## src/verilog/scw_defines.svh

```systemverilog
// constants for the serial wake/sync block
// assumes inclusion by bare name from the design files
`ifndef SCW_DEFINES_SVH
`define SCW_DEFINES_SVH
`define SCW_OFF_BAUD 8'h0D
`define SCW_OFF_CTL1 8'h0E
`define SCW_OFF_CTL2 8'h0F
`define SCW_OFF_FLAGS 8'h10
`define SCW_OFF_DATA 8'h11
`define SCW_C1_R8 7
`define SCW_C1_T8 6
`define SCW_C1_NINE 4
`define SCW_C1_WAKE 3
`define SCW_C1_POL 2
`define SCW_C1_PHA 1
`define SCW_C1_LBP 0
`define SCW_C2_TE 3
`define SCW_C2_RE 2
`define SCW_C2_SLEEP 1
`define SCW_C2_BRK 0
`define SCW_F_TXEMPTY 7
`define SCW_F_TC 6
`define SCW_F_FULL 5
`define SCW_F_IDLE 4
`define SCW_F_OVR 3
`define SCW_F_NOISE 2
`define SCW_F_FERR 1
`define SCW_RST_DATA 8'h00
`define SCW_RST_BAUD 8'h00
`define SCW_RT_LAST 4'hF
`define SCW_RT_HALF 4'h8
`define SCW_RT_V3 4'h2
`define SCW_RT_V7 4'h6
`define SCW_RT_S8 4'h7
`define SCW_RT_S10 4'h9
`define SCW_IDLE_BITS8 8'h0A
`define SCW_IDLE_BITS9 8'h0B
`endif

```

## src/verilog/scw_pkg.sv

```systemverilog
// types shared by the serial wake/sync block
// assumes nothing beyond a SystemVerilog compiler
package scw_pkg;
    typedef enum logic [2:0] {
        RX_IDLE = 3'h0, RX_VERIFY = 3'h1, RX_BITS = 3'h3,
        RX_HOLD = 3'h2, RX_WAIT_HIGH = 3'h6
    } scw_rx_state_t;
    typedef enum logic [2:0] {
        TX_OFF = 3'h0, TX_PRE = 3'h1, TX_IDLE = 3'h3, TX_START = 3'h2,
        TX_DATA = 3'h6, TX_STOP = 3'h7, TX_BREAK = 3'h5
    } scw_tx_state_t;
    function automatic logic scw_maj3(input logic [2:0] s);
        return (s[0] & s[1]) | (s[0] & s[2]) | (s[1] & s[2]);
    endfunction : scw_maj3
endpackage : scw_pkg

```

## src/verilog/scw_stream_if.sv

```systemverilog
// valid/ready word carrier between the block's own modules
// assumes one clock shared by both ends
`timescale 1ns/1ps
interface scw_stream_if #(parameter int W = 9);
    logic valid;
    logic ready;
    logic [W-1:0] data;
    modport src (output valid, output data, input ready);
    modport snk (input valid, input data, output ready);
endinterface : scw_stream_if

```

## src/verilog/scw_fifo.sv

```systemverilog
// transmit holding fifo with registered head word
// assumes synchronous use on clk_in
`timescale 1ns/1ps
module scw_fifo
    import scw_pkg::*;
#(
    parameter int WIDTH = 9,
    parameter int DEPTH = 8
)(
    input wire logic clk_in,
    input wire logic reset_in,
    scw_stream_if.snk in_if,
    scw_stream_if.src out_if
);
    localparam int AW = $clog2(DEPTH);
    initial
    begin
        if (DEPTH < 2 || (1 << AW) != DEPTH || WIDTH < 1)
            $error("scw_fifo: depth must be a power of two, width positive");
    end
    logic [WIDTH-1:0] mem [DEPTH];
    logic [AW-1:0] wr_ptr;
    logic [AW-1:0] rd_ptr;
    logic [AW:0] count;
    logic [WIDTH-1:0] head;
    logic push;
    logic pop;
    logic [AW-1:0] next_rd;
    assign in_if.ready = (count != (AW+1)'(DEPTH));
    assign out_if.valid = (count != '0);
    assign out_if.data = head;
    assign push = in_if.valid & in_if.ready;
    assign pop = out_if.valid & out_if.ready;
    assign next_rd = pop ? rd_ptr + 1'b1 : rd_ptr;
    always_ff @(posedge clk_in)
    begin
        if (push)
            mem[wr_ptr] <= in_if.data;
    end
    always_ff @(posedge clk_in or posedge reset_in)
    begin
        if (reset_in)
        begin
            wr_ptr <= '0;
            rd_ptr <= '0;
            count <= '0;
            head <= '0;
        end
        else
        begin
            wr_ptr <= push ? wr_ptr + 1'b1 : wr_ptr;
            rd_ptr <= next_rd;
            count <= count + (AW+1)'(push) - (AW+1)'(pop);
            head <= (push && wr_ptr == next_rd) ? in_if.data : mem[next_rd];
        end
    end
endmodule : scw_fifo

```

## src/verilog/scw_baud.sv

```systemverilog
// sample tick generator, one pulse every div_in+1 clocks
// assumes div_in only changes while both directions are off
`timescale 1ns/1ps
module scw_baud
    import scw_pkg::*;
#(
    parameter int DIV_W = 8
)(
    input wire logic clk_in,
    input wire logic reset_in,
    input wire logic [DIV_W-1:0] div_in,
    output logic tick_out
);
    initial
    begin
        if (DIV_W < 1)
            $error("scw_baud: divider width must be positive");
    end
    logic [DIV_W-1:0] cnt;
    always_ff @(posedge clk_in or posedge reset_in)
    begin
        if (reset_in)
        begin
            cnt <= '0;
            tick_out <= 1'b0;
        end
        else
        begin
            tick_out <= (cnt == div_in);
            cnt <= (cnt == div_in) ? '0 : cnt + 1'b1;
        end
    end
endmodule : scw_baud

```

## src/verilog/scw_core.sv

```systemverilog
// serial wake/sync block: registers, receiver, transmitter
// assumes a synchronous internal bus and synchronous line inputs
//
// Functional notes
// - sleep keeps receive flags from setting, except on the address frame that wakes
// - wake clears sleep; software may too
// - idle wake after ten/eleven high bits
// - address wake on set top data bit
// - sixteen samples per bit, start-synchronised
// - majority of samples eight nine ten
// - noise when three samples disagree
// - start needs two low of three checks
// - noise when a start check reads high
// - framing error: force stop, delay start
// - break: wait for high before start
// - transmit bit is sixteen sample ticks
// - no sync clock on start, stop
// - final bit pulse enable in bit 0
// - polarity bit 2, phase bit 1
// - sync clock quiet idle, preamble, break
// - transmitter off floats data and clock
// - data address: read rx, write tx
// - full flag set on receive transfer
// - tx load only after frame completes
// - low start, lsb first, high stop
// - polarity sets sync clock rest level
// - phase picks pulse start or middle
// - seven to nine pulses per frame
`timescale 1ns/1ps
`include "scw_defines.svh"
module scw_core
    import scw_pkg::*;
#(
    parameter int FIFO_DEPTH = 8,
    parameter int DIV_W = 8
)(
    input wire logic clk_in,
    input wire logic reset_in,
    input wire logic [7:0] addr_in,
    input wire logic wr_in,
    input wire logic rd_in,
    input wire logic [7:0] wdata_in,
    output logic [7:0] rdata_out,
    output logic wr_ready_out,
    input wire logic rx_serial_in,
    output logic tx_data_out,
    output logic tx_data_oe_out,
    output logic sync_clk_out,
    output logic sync_clk_oe_out
);
    initial
    begin
        if (DIV_W > 8 || DIV_W < 1)
            $error("scw_core: divider width must be 1 to 8");
    end
    // ********************************
    // registers
    // ********************************
    logic nine_bit, wake_addr, sync_polarity, sync_phase;
    logic final_bit_pulse_enable, t8, r8;
    logic tx_enable, rx_enable, receiver_sleep, send_break;
    logic rx_full_flag, idle_flag, overrun_flag, noise_flag;
    logic framing_error_flag, tc_flag, pre_req;
    logic [DIV_W-1:0] baud_div;
    logic [7:0] rx_holding;
    logic tick;
    logic wr_data, wr_c1, wr_c2, rd_data;
    logic set_full, set_ovr, set_noise, set_fe, set_idle, set_tc;
    logic wake_now;
    logic [7:0] nbits;
    assign wr_data = wr_in && addr_in == `SCW_OFF_DATA;
    assign wr_c1 = wr_in && addr_in == `SCW_OFF_CTL1;
    assign wr_c2 = wr_in && addr_in == `SCW_OFF_CTL2;
    assign rd_data = rd_in && addr_in == `SCW_OFF_DATA;
    assign nbits = nine_bit ? 8'h09 : 8'h08;
    scw_stream_if #(.W(9)) push_if ();
    scw_stream_if #(.W(9)) pop_if ();
    assign push_if.valid = wr_data;
    assign push_if.data = {t8, wdata_in};
    scw_fifo #(.WIDTH(9), .DEPTH(FIFO_DEPTH)) u_fifo (
        .clk_in(clk_in),
        .reset_in(reset_in),
        .in_if(push_if),
        .out_if(pop_if)
    );
    scw_baud #(.DIV_W(DIV_W)) u_baud (
        .clk_in(clk_in),
        .reset_in(reset_in),
        .div_in(baud_div),
        .tick_out(tick)
    );
    always_ff @(posedge clk_in or posedge reset_in)
    begin
        if (reset_in)
        begin
            nine_bit <= 1'b0;
            wake_addr <= 1'b0;
            sync_polarity <= 1'b0;
            sync_phase <= 1'b0;
            final_bit_pulse_enable <= 1'b0;
            t8 <= 1'b0;
            tx_enable <= 1'b0;
            rx_enable <= 1'b0;
            send_break <= 1'b0;
            baud_div <= DIV_W'(`SCW_RST_BAUD);
        end
        else
        begin
            if (wr_c1)
            begin
                t8 <= wdata_in[`SCW_C1_T8];
                nine_bit <= wdata_in[`SCW_C1_NINE];
                wake_addr <= wdata_in[`SCW_C1_WAKE];
                sync_polarity <= wdata_in[`SCW_C1_POL];
                sync_phase <= wdata_in[`SCW_C1_PHA];
                final_bit_pulse_enable <= wdata_in[`SCW_C1_LBP];
            end
            if (wr_c2)
            begin
                tx_enable <= wdata_in[`SCW_C2_TE];
                rx_enable <= wdata_in[`SCW_C2_RE];
                send_break <= wdata_in[`SCW_C2_BRK];
            end
            if (wr_in && addr_in == `SCW_OFF_BAUD)
                baud_div <= wdata_in[DIV_W-1:0];
        end
    end
    // sleep: software sets or clears, hardware wake clears
    always_ff @(posedge clk_in or posedge reset_in)
    begin
        if (reset_in)
            receiver_sleep <= 1'b0;
        else if (wr_c2)
            receiver_sleep <= wdata_in[`SCW_C2_SLEEP];
        else if (wake_now)
            receiver_sleep <= 1'b0;
    end
    // flags: a set in the clearing cycle wins
    always_ff @(posedge clk_in or posedge reset_in)
    begin
        if (reset_in)
        begin
            rx_full_flag <= 1'b0;
            idle_flag <= 1'b0;
            overrun_flag <= 1'b0;
            noise_flag <= 1'b0;
            framing_error_flag <= 1'b0;
            tc_flag <= 1'b0;
        end
        else
        begin
            rx_full_flag <= set_full | (rx_full_flag & ~rd_data);
            idle_flag <= set_idle | (idle_flag & ~rd_data);
            overrun_flag <= set_ovr | (overrun_flag & ~rd_data);
            noise_flag <= set_noise | (noise_flag & ~rd_data);
            framing_error_flag <= set_fe | (framing_error_flag & ~rd_data);
            tc_flag <= set_tc | (tc_flag & ~wr_data);
        end
    end
    always_ff @(posedge clk_in or posedge reset_in)
    begin
        if (reset_in)
        begin
            rdata_out <= 8'h00;
            wr_ready_out <= 1'b0;
        end
        else
        begin
            wr_ready_out <= push_if.ready;
            unique case (addr_in)
                `SCW_OFF_DATA: rdata_out <= rx_holding;
                `SCW_OFF_CTL1: rdata_out <= {r8, t8, 1'b0, nine_bit,
                    wake_addr, sync_polarity, sync_phase, final_bit_pulse_enable};
                `SCW_OFF_CTL2: rdata_out <= {4'h0, tx_enable, rx_enable,
                    receiver_sleep, send_break};
                `SCW_OFF_FLAGS: rdata_out <= {~pop_if.valid, tc_flag,
                    rx_full_flag, idle_flag, overrun_flag, noise_flag,
                    framing_error_flag, 1'b0};
                `SCW_OFF_BAUD: rdata_out <= 8'(baud_div);
                default: rdata_out <= 8'h00;
            endcase
        end
    end
    // ********************************
    // receiver
    // ********************************
    scw_rx_state_t rx_state;
    logic [3:0] rt;
    logic [3:0] bit_idx;
    logic [1:0] smp;
    logic [1:0] lows;
    logic [8:0] rx_shift;
    logic frame_noise, seen_char;
    logic [7:0] idle_cnt;
    logic [3:0] idle_rt;
    logic [2:0] cur3;
    logic bitval, frame_end, brk, deliver;
    logic [7:0] rx_byte;
    assign cur3 = {smp, rx_serial_in};
    assign bitval = scw_maj3(cur3);
    assign frame_end = tick && rx_state == RX_BITS && rt == `SCW_RT_S10
        && bit_idx == 4'(nbits + 8'h01);
    assign rx_byte = nine_bit ? rx_shift[7:0] : rx_shift[8:1];
    assign brk = !bitval && rx_byte == 8'h00 && !(nine_bit && rx_shift[8]);
    assign deliver = frame_end && rx_enable
        && (!receiver_sleep || (wake_addr && rx_shift[8]));
    assign set_full = deliver && !rx_full_flag;
    assign set_ovr = deliver && rx_full_flag;
    assign set_noise = deliver && (frame_noise || !(&cur3 || ~|cur3));
    assign set_fe = deliver && !bitval;
    assign set_idle = tick && rx_serial_in && seen_char && rx_enable
        && !receiver_sleep && idle_cnt == (nbits + 8'h02);
    assign wake_now = receiver_sleep && ((frame_end && wake_addr && rx_shift[8])
        || (!wake_addr && tick && rx_serial_in
        && idle_cnt == (nbits + 8'h01) && idle_rt == `SCW_RT_LAST));
    always_ff @(posedge clk_in or posedge reset_in)
    begin
        if (reset_in)
        begin
            rx_state <= RX_IDLE;
            rt <= 4'h0;
            bit_idx <= 4'h0;
            smp <= 2'h0;
            lows <= 2'h0;
            frame_noise <= 1'b0;
            rx_shift <= 9'h000;
        end
        else if (tick)
        begin
            smp <= cur3[1:0];
            rt <= rt + 4'h1;
            unique case (rx_state)
                RX_IDLE:
                    if (!rx_serial_in)
                    begin
                        rx_state <= RX_VERIFY;
                        rt <= 4'h1;
                        lows <= 2'h0;
                        frame_noise <= 1'b0;
                    end
                RX_VERIFY:
                begin
                    if (rt[0] == 1'b0 && !rx_serial_in)
                        lows <= lows + 2'h1;
                    if (rt[0] == 1'b0 && rx_serial_in)
                        frame_noise <= 1'b1;
                    if (rt == `SCW_RT_V7)
                    begin
                        bit_idx <= 4'h0;
                        if (lows + 2'(!rx_serial_in) >= 2'h2)
                            rx_state <= RX_BITS;
                        else
                            rx_state <= RX_IDLE;
                    end
                end
                RX_BITS:
                    if (rt == `SCW_RT_S10)
                    begin
                        if (!(&cur3 || ~|cur3))
                            frame_noise <= 1'b1;
                        if (bit_idx != 4'h0 && bit_idx <= 4'(nbits))
                            rx_shift <= {bitval, rx_shift[8:1]};
                        if (frame_end && bitval)
                            rx_state <= RX_IDLE;
                        else if (frame_end && brk)
                            rx_state <= RX_WAIT_HIGH;
                        else if (frame_end)
                        begin
                            rx_state <= RX_HOLD;
                            rx_shift[8] <= 1'b1;
                        end
                    end
                    else if (rt == `SCW_RT_LAST)
                        bit_idx <= bit_idx + 4'h1;
                RX_HOLD:
                    if (rt == `SCW_RT_LAST)
                    begin
                        rx_state <= rx_serial_in ? RX_IDLE : RX_VERIFY;
                        lows <= 2'h0;
                        frame_noise <= 1'b0;
                    end
                RX_WAIT_HIGH:
                    if (rx_serial_in)
                        rx_state <= RX_IDLE;
                default:
                    rx_state <= RX_IDLE;
            endcase
        end
    end
    // received word and idle line timing
    always_ff @(posedge clk_in or posedge reset_in)
    begin
        if (reset_in)
        begin
            rx_holding <= `SCW_RST_DATA;
            r8 <= 1'b0;
            idle_cnt <= 8'h00;
            idle_rt <= 4'h0;
            seen_char <= 1'b0;
        end
        else
        begin
            if (set_full)
            begin
                rx_holding <= rx_byte;
                r8 <= rx_shift[8];
            end
            if (deliver)
                seen_char <= 1'b1;
            else if (set_idle)
                seen_char <= 1'b0;
            if (tick && !rx_serial_in)
            begin
                idle_cnt <= 8'h00;
                idle_rt <= 4'h0;
            end
            else if (tick && idle_cnt != (nbits + 8'h02))
            begin
                idle_rt <= idle_rt + 4'h1;
                if (idle_rt == `SCW_RT_LAST)
                    idle_cnt <= idle_cnt + 8'h01;
            end
        end
    end
    // ********************************
    // transmitter
    // ********************************
    scw_tx_state_t tx_state;
    logic [3:0] tx_rt;
    logic [3:0] tx_idx;
    logic [8:0] tx_shift;
    logic tx_bit_end, sync_active, te_rise;
    assign tx_bit_end = tick && tx_rt == `SCW_RT_LAST;
    assign pop_if.ready = tx_bit_end && tx_state == TX_IDLE && tx_enable
        && !pre_req && !send_break;
    assign set_tc = tx_bit_end && ((tx_state == TX_STOP && !pop_if.valid)
        || (tx_state == TX_PRE && tx_idx == 4'(nbits + 8'h01)));
    assign te_rise = wr_c2 && wdata_in[`SCW_C2_TE] && !tx_enable;
    assign sync_active = tx_state == TX_DATA
        && (tx_idx != 4'(nbits - 8'h01) || final_bit_pulse_enable)
        && (sync_phase ? tx_rt < `SCW_RT_HALF : tx_rt >= `SCW_RT_HALF);
    always_ff @(posedge clk_in or posedge reset_in)
    begin
        if (reset_in)
            pre_req <= 1'b0;
        else
            pre_req <= te_rise | (pre_req
                & ~(tx_bit_end && (tx_state == TX_IDLE || tx_state == TX_OFF)));
    end
    always_ff @(posedge clk_in or posedge reset_in)
    begin
        if (reset_in)
        begin
            tx_state <= TX_OFF;
            tx_rt <= 4'h0;
            tx_idx <= 4'h0;
            tx_shift <= 9'h1FF;
        end
        else
        begin
            if (tick)
                tx_rt <= tx_rt + 4'h1;
            if (tx_bit_end)
            begin
                tx_idx <= tx_idx + 4'h1;
                unique case (tx_state)
                    TX_OFF:
                        if (tx_enable)
                        begin
                            tx_state <= TX_PRE;
                            tx_idx <= 4'h0;
                        end
                    TX_PRE:
                        if (tx_idx == 4'(nbits + 8'h01))
                            tx_state <= TX_IDLE;
                    TX_IDLE:
                    begin
                        tx_idx <= 4'h0;
                        if (!tx_enable)
                            tx_state <= TX_OFF;
                        else if (pre_req)
                            tx_state <= TX_PRE;
                        else if (send_break)
                            tx_state <= TX_BREAK;
                        else if (pop_if.valid)
                        begin
                            tx_shift <= pop_if.data;
                            tx_state <= TX_START;
                        end
                    end
                    TX_START:
                    begin
                        tx_state <= TX_DATA;
                        tx_idx <= 4'h0;
                    end
                    TX_DATA:
                    begin
                        tx_shift <= {1'b1, tx_shift[8:1]};
                        if (tx_idx == 4'(nbits - 8'h01))
                            tx_state <= TX_STOP;
                    end
                    TX_STOP:
                        tx_state <= TX_IDLE;
                    TX_BREAK:
                        if (!send_break)
                            tx_state <= TX_IDLE;
                    default:
                        tx_state <= TX_OFF;
                endcase
            end
        end
    end
    // pin drivers, all registered
    always_ff @(posedge clk_in or posedge reset_in)
    begin
        if (reset_in)
        begin
            tx_data_out <= 1'b1;
            tx_data_oe_out <= 1'b0;
            sync_clk_out <= 1'b0;
            sync_clk_oe_out <= 1'b0;
        end
        else
        begin
            tx_data_oe_out <= tx_state != TX_OFF;
            sync_clk_oe_out <= tx_state != TX_OFF;
            tx_data_out <= !(tx_state == TX_START || tx_state == TX_BREAK)
                && (tx_state != TX_DATA || tx_shift[0]);
            sync_clk_out <= sync_polarity ^ sync_active;
        end
    end
endmodule : scw_core

```

## config.mk

```make
export PLATFORM = sky130hd
export DESIGN_NAME = scw_core
export DESIGN_NICKNAME = d
export VERILOG_FILES = /design/src/verilog/scw_pkg.sv /design/src/verilog/scw_stream_if.sv /design/src/verilog/scw_fifo.sv /design/src/verilog/scw_baud.sv /design/src/verilog/scw_core.sv
export VERILOG_INCLUDE_DIRS = /design/src /design/src/verilog
export SDC_FILE = /design/constraint.sdc
export NUM_CORES = 1
export LEC_CHECK = 0
export BUFFER_PORTS_ARGS = -buffer_cell sky130_fd_sc_hd__buf_4
export CAP_MARGIN = 20
export CORE_UTILIZATION = 50
export DETAILED_ROUTE_END_ITERATION = 7
export PLACE_DENSITY_LB_ADDON = 0.12
export SETUP_SLACK_MARGIN = 0.2
export SYNTH_ARGS = -nofsm -noshare
export SYNTH_HDL_FRONTEND = slang
export SYNTH_SLANG_ARGS = --single-unit
```

## constraint.sdc

```tcl
create_clock -name clk_in -period 10 [get_ports clk_in]
set_input_delay 1 -clock clk_in [delete_from_list [all_inputs] [get_ports clk_in]]
set_output_delay 1 -clock clk_in [all_outputs]
set_load 0.05 [all_outputs]
```

### Word-level counts from Yosys, hierarchy flattened

Memories as Yosys holds them, arrays and structs flattened. A register that Yosys moved wholly into a read port is not among the register bits.
Index checks and enable logic that the tools add are counted.

* flip-flop bits (word level): 123
* latch bits: 0
* RAM bits: 72
* memory bits (read-only): 0
* input port bits: 21
* output and inout bits: 13
* word-level logic and storage cells: 306
* memories kept: 1

Memories
* u_fifo.mem: words 8, width 9, read ports 1, clocked after memory_dff 1, wr ports 1, line scw_fifo.sv:21 `logic [WIDTH-1:0] mem [DEPTH];`

* add/subtract/negate cells: 16
* multiply operators: 0
* div/mod/pow operators: 0
* $lt $le $gt $ge: 4
* equality and inequality tests: 50
* shift-type cells: 0
* muxes and demuxes: 64
* bitwise operators: 27
* reduce and logical (&&, ||, !) cells: 99

Operators with widths (number)
* $logic_and A1 B1 Y1: 51
* $mux W3: 17
* $mux W9: 5
* $mux W8: 5
* $pmux W8 S5: 1
* $mux W4: 8
* $ne A2 B2 Y1 const B: 14
* $eq A8 B4 Y1 const B: 3
* $eq A8 B8 Y1: 3
* $pmux W3 S7: 1
* $add A4 B1 Y4 const B: 5
* $pmux W9 S2: 1
* $mux W1: 17
* $add A8 B1 Y8 const B: 2
* $eq A4 B4 Y1 const B: 4
* $eq A8 B5 Y1 const B: 2
* $pmux W4 S2: 2
* $pmux W3 S5: 1
* $reduce_and A7 Y1: 2
* $logic_not A1 Y1: 13
* $and A1 B1 Y1: 12
* $eq A3 B2 Y1 const B: 4
* $eq A3 B3 Y1 const B: 4
* $eq A4 B4 Y1: 3
* 40 further kinds: 80

### Depth between registers and ports, before layout

Gate-level depths: netlist of the first run.

* depth in word-level cells: 11
* mapped depth: 13
* gate-level depth less buffers: 11

### Cells and area by module

Synthesis of the first run repeated with hierarchy kept, for this count alone.

* cell total of the unflattened synthesis: 812
* area, all modules: 10139.7 um^2

Modules (own cells, without submodules)
* scw_core: times used 1, cells each 524, area each 5635.4 um^2, sequential area each 2615.0 um^2
* scw_fifo: times used 1, cells each 242, area each 3986.3 um^2, sequential area each 2637.5 um^2
* scw_baud: times used 1, cells each 46, area each 518.0 um^2, sequential area each 225.2 um^2

### Least setup slack after synthesis of the first run

No wires, ideal clock.

* path type: in2reg
* start point: input port addr_in[5]
* end point: memory u_fifo.mem[2][0], enable pin
* setup time: 403 ps
* data arrival time: 2949 ps
* data required time: 9597 ps
* slack: 6648 ps
* cell stages on the path: 5
* buffers on the path: 0
* path through: nor3_1 > nand3_1 > nor3b_1 > nand3_1 > nor4b_1

* longest elaborated chain between the ends: 5

RTL lines
* start, declared: line scw_core.sv:39 `input wire logic [7:0] addr_in,`
* $eq A8 B5 Y1
* $logic_and A1 B1 Y1 (no line)
* $and A1 B1 Y1: line scw_fifo.sv:32 `assign push = in_if.valid & in_if.ready;`
* $mux W1: line scw_fifo.sv:37 `if (push)`
* $mux W1 (not written as such): line scw_fifo.sv:38 `mem[wr_ptr] <= in_if.data;`
* end, declared: line scw_fifo.sv:21

No other way between the ends.

### Final worst setup path of the first run

* start point: register u_baud.tick_out
* end point: register u_fifo.head[5], in the netlist u_fifo.out_if.data[5] (read register of u_fifo.mem)

* longest elaborated chain between the ends: 7

RTL lines
* start, declared: line scw_baud.sv:12 `output logic tick_out`
* start signal, assigned: line scw_baud.sv:29 `tick_out <= (cnt == div_in);`
* $logic_and A1 B1 Y1 (no line)
* $logic_and A1 B1 Y1 (2 in a row): line scw_core.sv:334 `assign pop_if.ready = tx_bit_end && tx_state == TX_IDLE && tx_enable`
* $logic_and A1 B1 Y1 (2 in a row): line scw_core.sv:335 `&& !pre_req && !send_break;`
* $and A1 B1 Y1: line scw_fifo.sv:33 `assign pop = out_if.valid & out_if.ready;`
* $mux W3: line scw_fifo.sv:34 `assign next_rd = pop ? rd_ptr + 1'b1 : rd_ptr;`
* end, declared: line scw_fifo.sv:25 `logic [WIDTH-1:0] head;`

No other way between the ends.
A chain may end at the register's enable or synchronous reset.

==> qor.txt, run 1 <==
outcome: finished, final reports clean
ranking of synthesized cells by area: sky130_fd_sc_hd__dfrtp_1 (30%), sky130_fd_sc_hd__edfxtp_1 (21%), sky130_fd_sc_hd__a21oi_1 (4.9%)
arrival time at the worst endpoint: 5.35 ns
multi-input combinational cell area: 4480 sq um
Synth cell types: 67
Final Instance Count excl. Fillers: 1302
type of the setup path with the least slack: reg2reg
synthesized instance count: 994
final wirelength: 23400 um
setup bufs post-CTS: 0
flop and latch count out of synthesis: 204
Layout Utilization: 56.9%
reported max-cap violation count: 0
area of all sequential standard cells: 5480 sq um
Synth Warn #: 0
path class of the lowest-slack min-delay path: reg2reg
via total after detailed routing: 7346
clock tree from TritonCTS: built
number of synthesized flops with an enable pin: 72
Worst R2R Path Depth: 9
vias in the first global route: 7115
commonest non-fill, non-tap cells in the layout: sky130_fd_sc_hd__nand2_1 (123), sky130_fd_sc_hd__dfrtp_1 (121), sky130_fd_sc_hd__a21oi_1 (100), sky130_fd_sc_hd__nand2b_1 (79), sky130_fd_sc_hd__edfxtp_1 (72)
share of post-route cells with drive strength above 1: 14.4%
Die Area: 21100 sq um
Worst Hold End: framing_error_flag$_DFF_PP0_
hold path depth: 2
sort of element at the end of the critical path: flop
Hold Violations, Final: 0
area share of the largest cell type after synthesis: 29.7%
number of cell rows: 52
initial core utilization: 50.9%
Rel. slew slack: 23.5%
largest net degree at the start of global routing: 147
Setup crit start kind: flop
source of the worst hold timing path: framing_error_flag$_DFF_PP0_
multiplexer share of the synthesized area: 6.25%
count of buffers from port buffering: 33
remaining number of nets flagged by the antenna check after routing: 0
count of fill cells added during filler insertion: 1807
Reg-to-Reg End: u_fifo.out_if.data[5]$_DFF_PP0_
post-route clock skew: 0.0194 ns
source of the worst register-to-register timing path: u_baud.tick_out$_DFF_PP0_
routed wire length per instance: 18.0 um
net count of the mapped netlist: 1036
count of final setup violators: 0
adder-cell area share of the yosys netlist: 2.73%
GRT Total Usage: 22.6%
routability congestion estimate: 0.836
vertical die dimension: 145 um
Synth Area per Inst: 10.3 sq um
critical-path cell list: nand4_2 > or4_4 > inv_2 > mux2i_2 > buf_4 > clkinv_1 > nor4_1 > nor4_1 > mux2_2
main combinational cell family by area after synthesis: simple AND/OR/NAND/NOR gates
setup slack, reg-to-reg: 5.05 ns
clock slew seen by the registers of the worst setup and hold paths: 0.06 ns
CP bufs+invs: 3
# diodes: 0
number of sinks driven by the clock tree: 204
dominant cell type by count on the critical path: sky130_fd_sc_hd__nor4_1
via/cell ratio: 5.64
fraction of the yosys area taken by sequential cells: 53.3%
met2 usage in global routing: 38.4%
library cell occupying the most area in the post-synthesis netlist: sky130_fd_sc_hd__dfrtp_1
highest ir drop seen on vdd: 0.115 mV
minimum period implied by the final worst setup slack: 4.95 ns
core area: 20200 sq um
DR iter-0 viols: 396
Worst-Skew Late Latency: 0.52 ns
category of cells accounting for the largest share of critical-path delay: simple AND/OR/NAND/NOR gates
cell at the root of the clock tree: sky130_fd_sc_hd__clkbuf_16
part of the cycle the worst path needs: 49.5%
hpwl dp: 15300 um
Ports: 34
Most Crowded Layer GR: met2
leakage power of the design: 4.69 nW
met3 routing resource usage after global routing: 3.18%
total CTS buffers: 23
cell count after placement: 1258
cell with the biggest individual delay on the critical path: sky130_fd_sc_hd__dfrtp_1
post-synthesis instance area: 10300 sq um
Pwr per Cell Area: 176 nW/um^2
1st-pass router iterations: 5
Crit path largest cell delay: 0.90 ns
initial antenna violation count: 0
fraction of the mapped netlist area in simple logic gates: 20.7%
Resized cells post-CTS: 0
Fin Hold WS: 0.497 ns
slew at the pin closest to its max-slew limit: 1.14 ns
die width: 145 um
maximum count of clock buffers along a single path: 3
share of the synthesized area in compound gates (AO/OA/AOI/OAI): 10.4%
setup repair after global routing missed its margin: false
met1 global-route usage: 29.9%
first-pass GRT wire length: 38100 um
largest driver fanout on the critical path: 38
Post-synth ARST share: 64.7%
number of design rule violations left after detail routing: 0
most common library cell in the layout ignoring fill and taps: sky130_fd_sc_hd__nand2_1
layout-stage area growth over the synthesis result: 11.7%
required arrival time at the worst endpoint: 10.40 ns
number of nets in the layout: 1057
Top FF cell, synth: sky130_fd_sc_hd__dfrtp_1
Fin Setup TNS: 0 ns
count of hold buffers inserted by post-cts repair: 0
GRT Residual Overflow: 0
htree depth: 1
Synth Area in XOR/XNOR: 3.33%
highest attainable clock frequency: 202 MHz
number of slew-limit violations in the final report: 0
[through the flow]
step	setup slack (ns)	power, mW	cell area, sq um
floorplan	5.49	1.19	10300
global placement	5.03	1.26	10800
detailed placement	5.10	1.27	10800
CTS	5.05	2.04	11400
global route	4.67	2.11	11500
finish	5.05	2.01	11500
[how the worst max path moves through the flow]
stage	slack, ns	depth (start not counted)	end	start
final	5.05	9	u_fifo.out_if.data[5]$_DFF_PP0_	u_baud.tick_out$_DFF_PP0_
after global routing	4.67	9	u_fifo.out_if.data[5]$_DFF_PP0_	u_baud.tick_out$_DFF_PP0_
after CTS	5.05	9	u_fifo.out_if.data[5]$_DFF_PP0_	u_baud.tick_out$_DFF_PP0_
after detailed placement	5.10	9	u_fifo.out_if.data[5]$_DFF_PP0_	u_baud.tick_out$_DFF_PP0_
after global placement	5.03	8	u_fifo.out_if.data[7]$_DFF_PP0_	u_baud.tick_out$_DFF_PP0_
after floorplan	5.49	1	baud_div[0]$_DFFE_PP0P_	reset_in
[cells by family after synthesis]
family	after synthesis
AOI/OAI and AO/OA	179
buffers and inverters	82
xor gates and xnor gates	39
DFF	204
and+or+nand+nor	409
muxes	59
adders and majority gates	22
[routing by layer]
metal / vias to the layer above / wire length (um)
met5: - / 0
met4: 0 / 632
met3: 38 / 797
met2: 117 / 11400
met1: 3593 / 10600
li1: 3598 / -
[area by class of cell]
cell class              instances  area share [%]
clock inverters                 9           0.458
flip-flops and latches        204            47.8
well taps                     270            2.94
multi-input cells             708            39.1
repair buffers                 49            3.36
inverters                      29           0.992
clock buffers                  33            5.43
[state kept, by name, indices dropped and copies added, names as in the netlist, 9 cells and up]
name                count
u_fifo.mem             72
rx_shift                9
tx_shift                9
u_fifo.out_if.data      9
[cell usage after synthesis (7+ instances only)]
cell / n
sky130_fd_sc_hd__a222oi_1: 8
sky130_fd_sc_hd__ha_1: 20
sky130_fd_sc_hd__nor4_1: 50
sky130_fd_sc_hd__nor2b_1: 7
sky130_fd_sc_hd__edfxtp_1: 72
sky130_fd_sc_hd__nand2_1: 123
sky130_fd_sc_hd__o21ai_0: 31
sky130_fd_sc_hd__nand4_1: 10
sky130_fd_sc_hd__xnor2_1: 23
sky130_fd_sc_hd__clkbuf_1: 39
sky130_fd_sc_hd__nor3_1: 9
sky130_fd_sc_hd__dfrtp_1: 122
sky130_fd_sc_hd__nor2_1: 65
sky130_fd_sc_hd__nand2b_1: 79
sky130_fd_sc_hd__mux2_2: 41
sky130_fd_sc_hd__dfstp_2: 10
sky130_fd_sc_hd__nand3_1: 26
sky130_fd_sc_hd__a21oi_1: 100
sky130_fd_sc_hd__inv_1: 25
sky130_fd_sc_hd__mux2i_1: 18
sky130_fd_sc_hd__xor2_1: 16
[where the power goes]
| part | switching (mW) | internal, mW |
|---|---|---|
| Combinational | 0.130 | 0.106 |
| Sequential | 0.0846 | 0.926 |
| Clock | 0.333 | 0.434 |
| Total | 0.548 | 1.47 |
[tightest hold or removal path, stage by stage, from the launching register on]
cell and delay [ns]:
sky130_fd_sc_hd__dfrtp_1 0.35, sky130_fd_sc_hd__nand2_1 0.05, sky130_fd_sc_hd__o21ai_0 0.06
(Power assumes the default switching activity.)
==> inputs of run 2 (changes only) <==
==> constraint.sdc (replaced) <==
create_clock -name clk_in -period 5.05 [get_ports clk_in]
set_input_delay 0.505 -clock clk_in [delete_from_list [all_inputs] [get_ports clk_in]]
set_output_delay 0.505 -clock clk_in [all_outputs]
set_load 0.05 [all_outputs]
==> qor.txt, run 2 (synthesized netlist as in run 1, its figures left out) <==
outcome: finished, final reports clean
via/cell ratio: 5.71
largest net degree at the start of global routing: 146
leakage power of the design: 4.74 nW
DR iter-0 viols: 540
Hold Violations, Final: 0
Setup crit start kind: flop
dominant cell type by count on the critical path: sky130_fd_sc_hd__nor4_1
path class of the lowest-slack min-delay path: in2async
vertical die dimension: 145 um
Layout Utilization: 57.2%
remaining number of nets flagged by the antenna check after routing: 0
core area: 20200 sq um
1st-pass router iterations: 5
required arrival time at the worst endpoint: 5.45 ns
type of the setup path with the least slack: reg2reg
setup slack, reg-to-reg: 1.16 ns
number of design rule violations left after detail routing: 0
Ports: 34
setup bufs post-CTS: 0
minimum period implied by the final worst setup slack: 3.89 ns
sort of element at the end of the critical path: flop
arrival time at the worst endpoint: 4.29 ns
Pwr per Cell Area: 353 nW/um^2
routability congestion estimate: 0.815
Rel. slew slack: 33.3%
largest driver fanout on the critical path: 38
critical-path cell list: ha_1 > nand4_2 > or4_4 > inv_2 > mux2i_2 > buf_4 > clkinv_1 > nor4_1 > nor4_1 > mux2_2
vias in the first global route: 6982
cell with the biggest individual delay on the critical path: sky130_fd_sc_hd__or4_4
Fin Hold WS: 0.164 ns
commonest non-fill, non-tap cells in the layout: sky130_fd_sc_hd__nand2_1 (123), sky130_fd_sc_hd__dfrtp_1 (121), sky130_fd_sc_hd__a21oi_1 (100), sky130_fd_sc_hd__nand2b_1 (79), sky130_fd_sc_hd__edfxtp_1 (72)
htree depth: 1
register bank with the most flops: u_fifo.mem
via total after detailed routing: 7456
number of cell rows: 52
part of the cycle the worst path needs: 77.1%
Crit path largest cell delay: 0.84 ns
GRT Total Usage: 22.6%
highest attainable clock frequency: 257 MHz
count of buffers from port buffering: 33
post-route clock skew: 0.0194 ns
die width: 145 um
number of sinks driven by the clock tree: 204
max FFs per register: 72
slew at the pin closest to its max-slew limit: 0.975 ns
GRT Residual Overflow: 0
Die Area: 21100 sq um
total power: 4.08 mW
routed wire length per instance: 18.2 um
final setup margin: 1.16 ns
category of cells accounting for the largest share of critical-path delay: simple AND/OR/NAND/NOR gates
clock slew seen by the registers of the worst setup and hold paths: 0.06 ns
number of slew-limit violations in the final report: 0
Final Instance Count excl. Fillers: 1305
final wirelength: 23700 um
share of post-route cells with drive strength above 1: 15.1%
most common library cell in the layout ignoring fill and taps: sky130_fd_sc_hd__nand2_1
Fin Setup TNS: 0 ns
final standard cell area without fillers: 11500 sq um
number of nets in the layout: 1060
placed instance area: 10800 sq um
CP bufs+invs: 3
# diodes: 0
cell at the root of the clock tree: sky130_fd_sc_hd__clkbuf_16
Resized cells post-CTS: 0
maximum count of clock buffers along a single path: 3
count of hold buffers inserted by post-cts repair: 0
clock tree from TritonCTS: built
highest ir drop seen on vdd: 0.304 mV
count of final setup violators: 0
first-pass GRT wire length: 37900 um
initial antenna violation count: 0
Worst-Skew Late Latency: 0.52 ns
setup repair after global routing missed its margin: false
cell count after placement: 1262
reported max-cap violation count: 0
total CTS buffers: 23
worst setup slack after placement: 1.16 ns
initial core utilization: 50.9%
layout-stage area growth over the synthesis result: 12.4%
hpwl dp: 15200 um
[run 2: cell types whose count changed in the layout (fill, tap and decap cells not counted), sizes merged]
cell	before	now
inv	29	28
clkinv	7	9
buf	49	52
clkinvlp	2	0
bufinv	0	1
[run 2: final cells by class]
class                      instances  area [sq um]
clock buffer                      33           643
clock inverter                     9          73.8
fill                            1745          8630
inverter                          29           114
multi-input combinational        708          4480
sequential                       204          5480
tap                              270           338
timing repair buffer              52           410
[run 2: worst reg2reg max path: cells and delay by family (launching register included)]
kind,cells,cell delay [ns]
and+or+nand+nor,4,1.70
adders and majority gates,1,0.23
DFF,1,0.41
muxes,2,0.47
buffers and inverters,3,0.99
[run 2: worst paths after layout]
path	start	endpoint	depth (start not counted)
max	tx_rt[0]$_DFFE_PP0P_	u_fifo.out_if.data[1]$_DFF_PP0_	10
max reg2reg	tx_rt[0]$_DFFE_PP0P_	u_fifo.out_if.data[1]$_DFF_PP0_	10
max in group asynchronous	reset_in	tx_rt[2]$_DFFE_PP0P_	3
min	reset_in	u_fifo.wr_ptr[2]$_DFFE_PP0P_	2
min reg2reg	framing_error_flag$_DFF_PP0_	framing_error_flag$_DFF_PP0_	2
min in group clk_in	wdata_in[5]	u_fifo.mem[2][5]$_DFFE_PP_	1
[run 2: per-layer routing]
metal / wire length (um) / up-vias / global-route usage [%]
met2: 11400 / 166 / 37.4
li1: - / 3613 / -
met3: 932 / 31 / 2.83
met4: 392 / 0 / 5.63
met5: 0 / - / 0
met1: 11000 / 3646 / 31.6
[run 2: power by group]
part / total [mW] / internal (mW) / switching [mW]
Sequential: 1.99 / 1.83 / 0.152
Combinational: 0.486 / 0.211 / 0.274
Clock: 1.60 / 0.937 / 0.666
==> inputs of run 3 (changes only) <==
==> constraint.sdc (replaced) <==
create_clock -name clk_in -period 3.2 [get_ports clk_in]
set_input_delay 0.32 -clock clk_in [delete_from_list [all_inputs] [get_ports clk_in]]
set_output_delay 0.32 -clock clk_in [all_outputs]
set_load 0.05 [all_outputs]
==> qor.txt, run 3 (synthesized netlist as in run 1, its figures left out) <==
outcome: finished, final reports clean
htree depth: 1
met3 routed wirelength: 932 um
core area: 20200 sq um
sort of element at the end of the critical path: flop
switching power share of the total: 25.5%
part of the cycle the worst path needs: 91.8%
clock slew seen by the registers of the worst setup and hold paths: 0.06 ns
largest net degree at the start of global routing: 82
routability congestion estimate: 0.840
hold path depth: 1
Hold Violations, Final: 0
final standard cell area without fillers: 11900 sq um
combinational fraction of design power: 11.2%
reported max-cap violation count: 0
final wirelength: 23500 um
GRT Residual Overflow: 0
remaining number of nets flagged by the antenna check after routing: 0
number of nets in the layout: 1077
setup repair after global routing missed its margin: true
number of cell rows: 52
first-pass GRT wire length: 38700 um
number of slew-limit violations in the final report: 0
cell at the root of the clock tree: sky130_fd_sc_hd__clkbuf_16
internal power: 5.21 mW
vertical die dimension: 145 um
die width: 145 um
clock tree from TritonCTS: built
Pwr per Cell Area: 587 nW/um^2
proportion of power drawn by the clock network: 44.1%
minimum period implied by the final worst setup slack: 2.94 ns
highest attainable clock frequency: 341 MHz
highest ir drop seen on vdd: 0.530 mV
Worst-Skew Late Latency: 0.52 ns
slew at the pin closest to its max-slew limit: 0.997 ns
number of sinks driven by the clock tree: 204
initial core utilization: 50.9%
most common library cell in the layout ignoring fill and taps: sky130_fd_sc_hd__nand2_1
placed instance area: 10900 sq um
met1 layer wirelength in the final routing: 10500 um
max FFs per register: 72
GRT Total Usage: 22.9%
Fin Setup TNS: 0 ns
routed wire length per instance: 17.8 um
largest driver fanout on the critical path: 9
path class of the lowest-slack min-delay path: in2reg
Die Area: 21100 sq um
maximum count of clock buffers along a single path: 3
Reg power frac: 44.8%
layout-stage area growth over the synthesis result: 16.0%
Ports: 34
register bank with the most flops: u_fifo.mem
count of final setup violators: 0
Setup crit start kind: flop
Worst R2R Path Depth: 9
leakage power of the design: 4.90 nW
1st-pass router iterations: 5
share of post-route cells with drive strength above 1: 17.7%
required arrival time at the worst endpoint: 3.61 ns
via total after detailed routing: 7425
vias in the first global route: 7300
arrival time at the worst endpoint: 3.34 ns
count of fill cells added during filler insertion: 1720
post-route clock skew: 0.0165 ns
number of design rule violations left after detail routing: 0
routed wl met2: 11500 um
commonest non-fill, non-tap cells in the layout: sky130_fd_sc_hd__nand2_1 (123), sky130_fd_sc_hd__dfrtp_1 (121), sky130_fd_sc_hd__a21oi_1 (100), sky130_fd_sc_hd__nand2b_1 (79), sky130_fd_sc_hd__edfxtp_1 (72)
uppermost routed layer: met4
via/cell ratio: 5.62
count of buffers from port buffering: 33
total CTS buffers: 23
initial antenna violation count: 0
switching pwr: 1.78 mW
Rel. slew slack: 33.0%
DR iter-0 viols: 382
Layout Utilization: 59.1%
type of the setup path with the least slack: reg2reg
# diodes: 0
hpwl dp: 15500 um
-- run 3: changes by cell type in the layout (fill, tap and decap cells not counted), sizes merged --
cell | previous run | this run
buf | 52 | 68
clkinv | 9 | 8
clkbuf | 33 | 23
clkinvlp | 0 | 4
bufinv | 1 | 8
dlygate4sd3 | 0 | 1
-- run 3: critical path, stage by stage (launching register included) --
cell and delay [ns]:
sky130_fd_sc_hd__dfrtp_1 0.43, sky130_fd_sc_hd__or3b_4 0.45, sky130_fd_sc_hd__or4_4 0.52, sky130_fd_sc_hd__inv_2 0.12
sky130_fd_sc_hd__mux2i_4 0.27, sky130_fd_sc_hd__clkinv_1 0.11, sky130_fd_sc_hd__buf_4 0.19, sky130_fd_sc_hd__nor4_1 0.38
sky130_fd_sc_hd__nor4_1 0.10, sky130_fd_sc_hd__mux2_2 0.27
-- run 3: power by group through the flow --
stage / Clock (mW) / Combinational [mW] / Sequential [mW]
CTS: 3.15 / 0.792 / 3.13
floorplan: 0 / 0.605 / 3.10
global placement: 0 / 0.775 / 3.17
global route: 3.24 / 0.902 / 3.17
finish: 3.08 / 0.782 / 3.13
detailed placement: 0 / 0.783 / 3.18
-- run 3: cell type report --
type                            instances  area [sq um]  share of cell area, %
Clock buffer                           23           576                   4.83
Inverter                               29           113                  0.945
Multi-Input combinational cell        708          4540                   38.1
Sequential cell                       204          5480                   46.0
Tap cell                              270           338                   2.84
Timing Repair Buffer                   69           546                   4.58
Clock inverter                         19           317                   2.66
-- run 3: layer usage --
metal	vias to the layer above	global-route usage (%)
met4	0	7.63
met1	3590	30.3
li1	3640	-
met3	45	3.05
met5	-	0
met2	150	39.0
-- run 3: path summary, 6_finish.rpt --
path	start	end	slack [ns]
min	wdata_in[4]	u_fifo.mem[0][4]$_DFFE_PP_	0.09
min reg2reg	overrun_flag$_DFF_PP0_	overrun_flag$_DFF_PP0_	0.50
min in group asynchronous	reset_in	u_fifo.count[0]$_DFF_PP0_	0.48
max reg2reg	send_break$_DFFE_PP0P_	u_fifo.out_if.data[4]$_DFF_PP0_	0.26
max in group asynchronous	reset_in	rdata_out[5]$_DFF_PP0_	2.30
max	send_break$_DFFE_PP0P_	u_fifo.out_if.data[4]$_DFF_PP0_	0.26
-- run 3: through the flow --
step	power (mW)	std cells	worst slack (ns)	hold slack [ns]
5_1_grt	7.31	1322	0.160	0.0799
3_5_place_dp	3.96	1279	0.311	0.465
3_3_place_gp	3.95	1279	0.444	0.470
6_report	6.99	1322	0.264	0.0852
4_1_cts	7.07	1322	0.314	0.0679
2_1_floorplan	3.71	994	0.207	0.419
-- run 3: what timing repair did --
action / 4_1_cts / 5_1_grt
endpoints found under the hold margin: 86 / 0
endpoints found under the setup margin: 0 / 6
setup buffers: 0 / 0
hold buffers: 1 / 0
resized for setup: 0 / 9
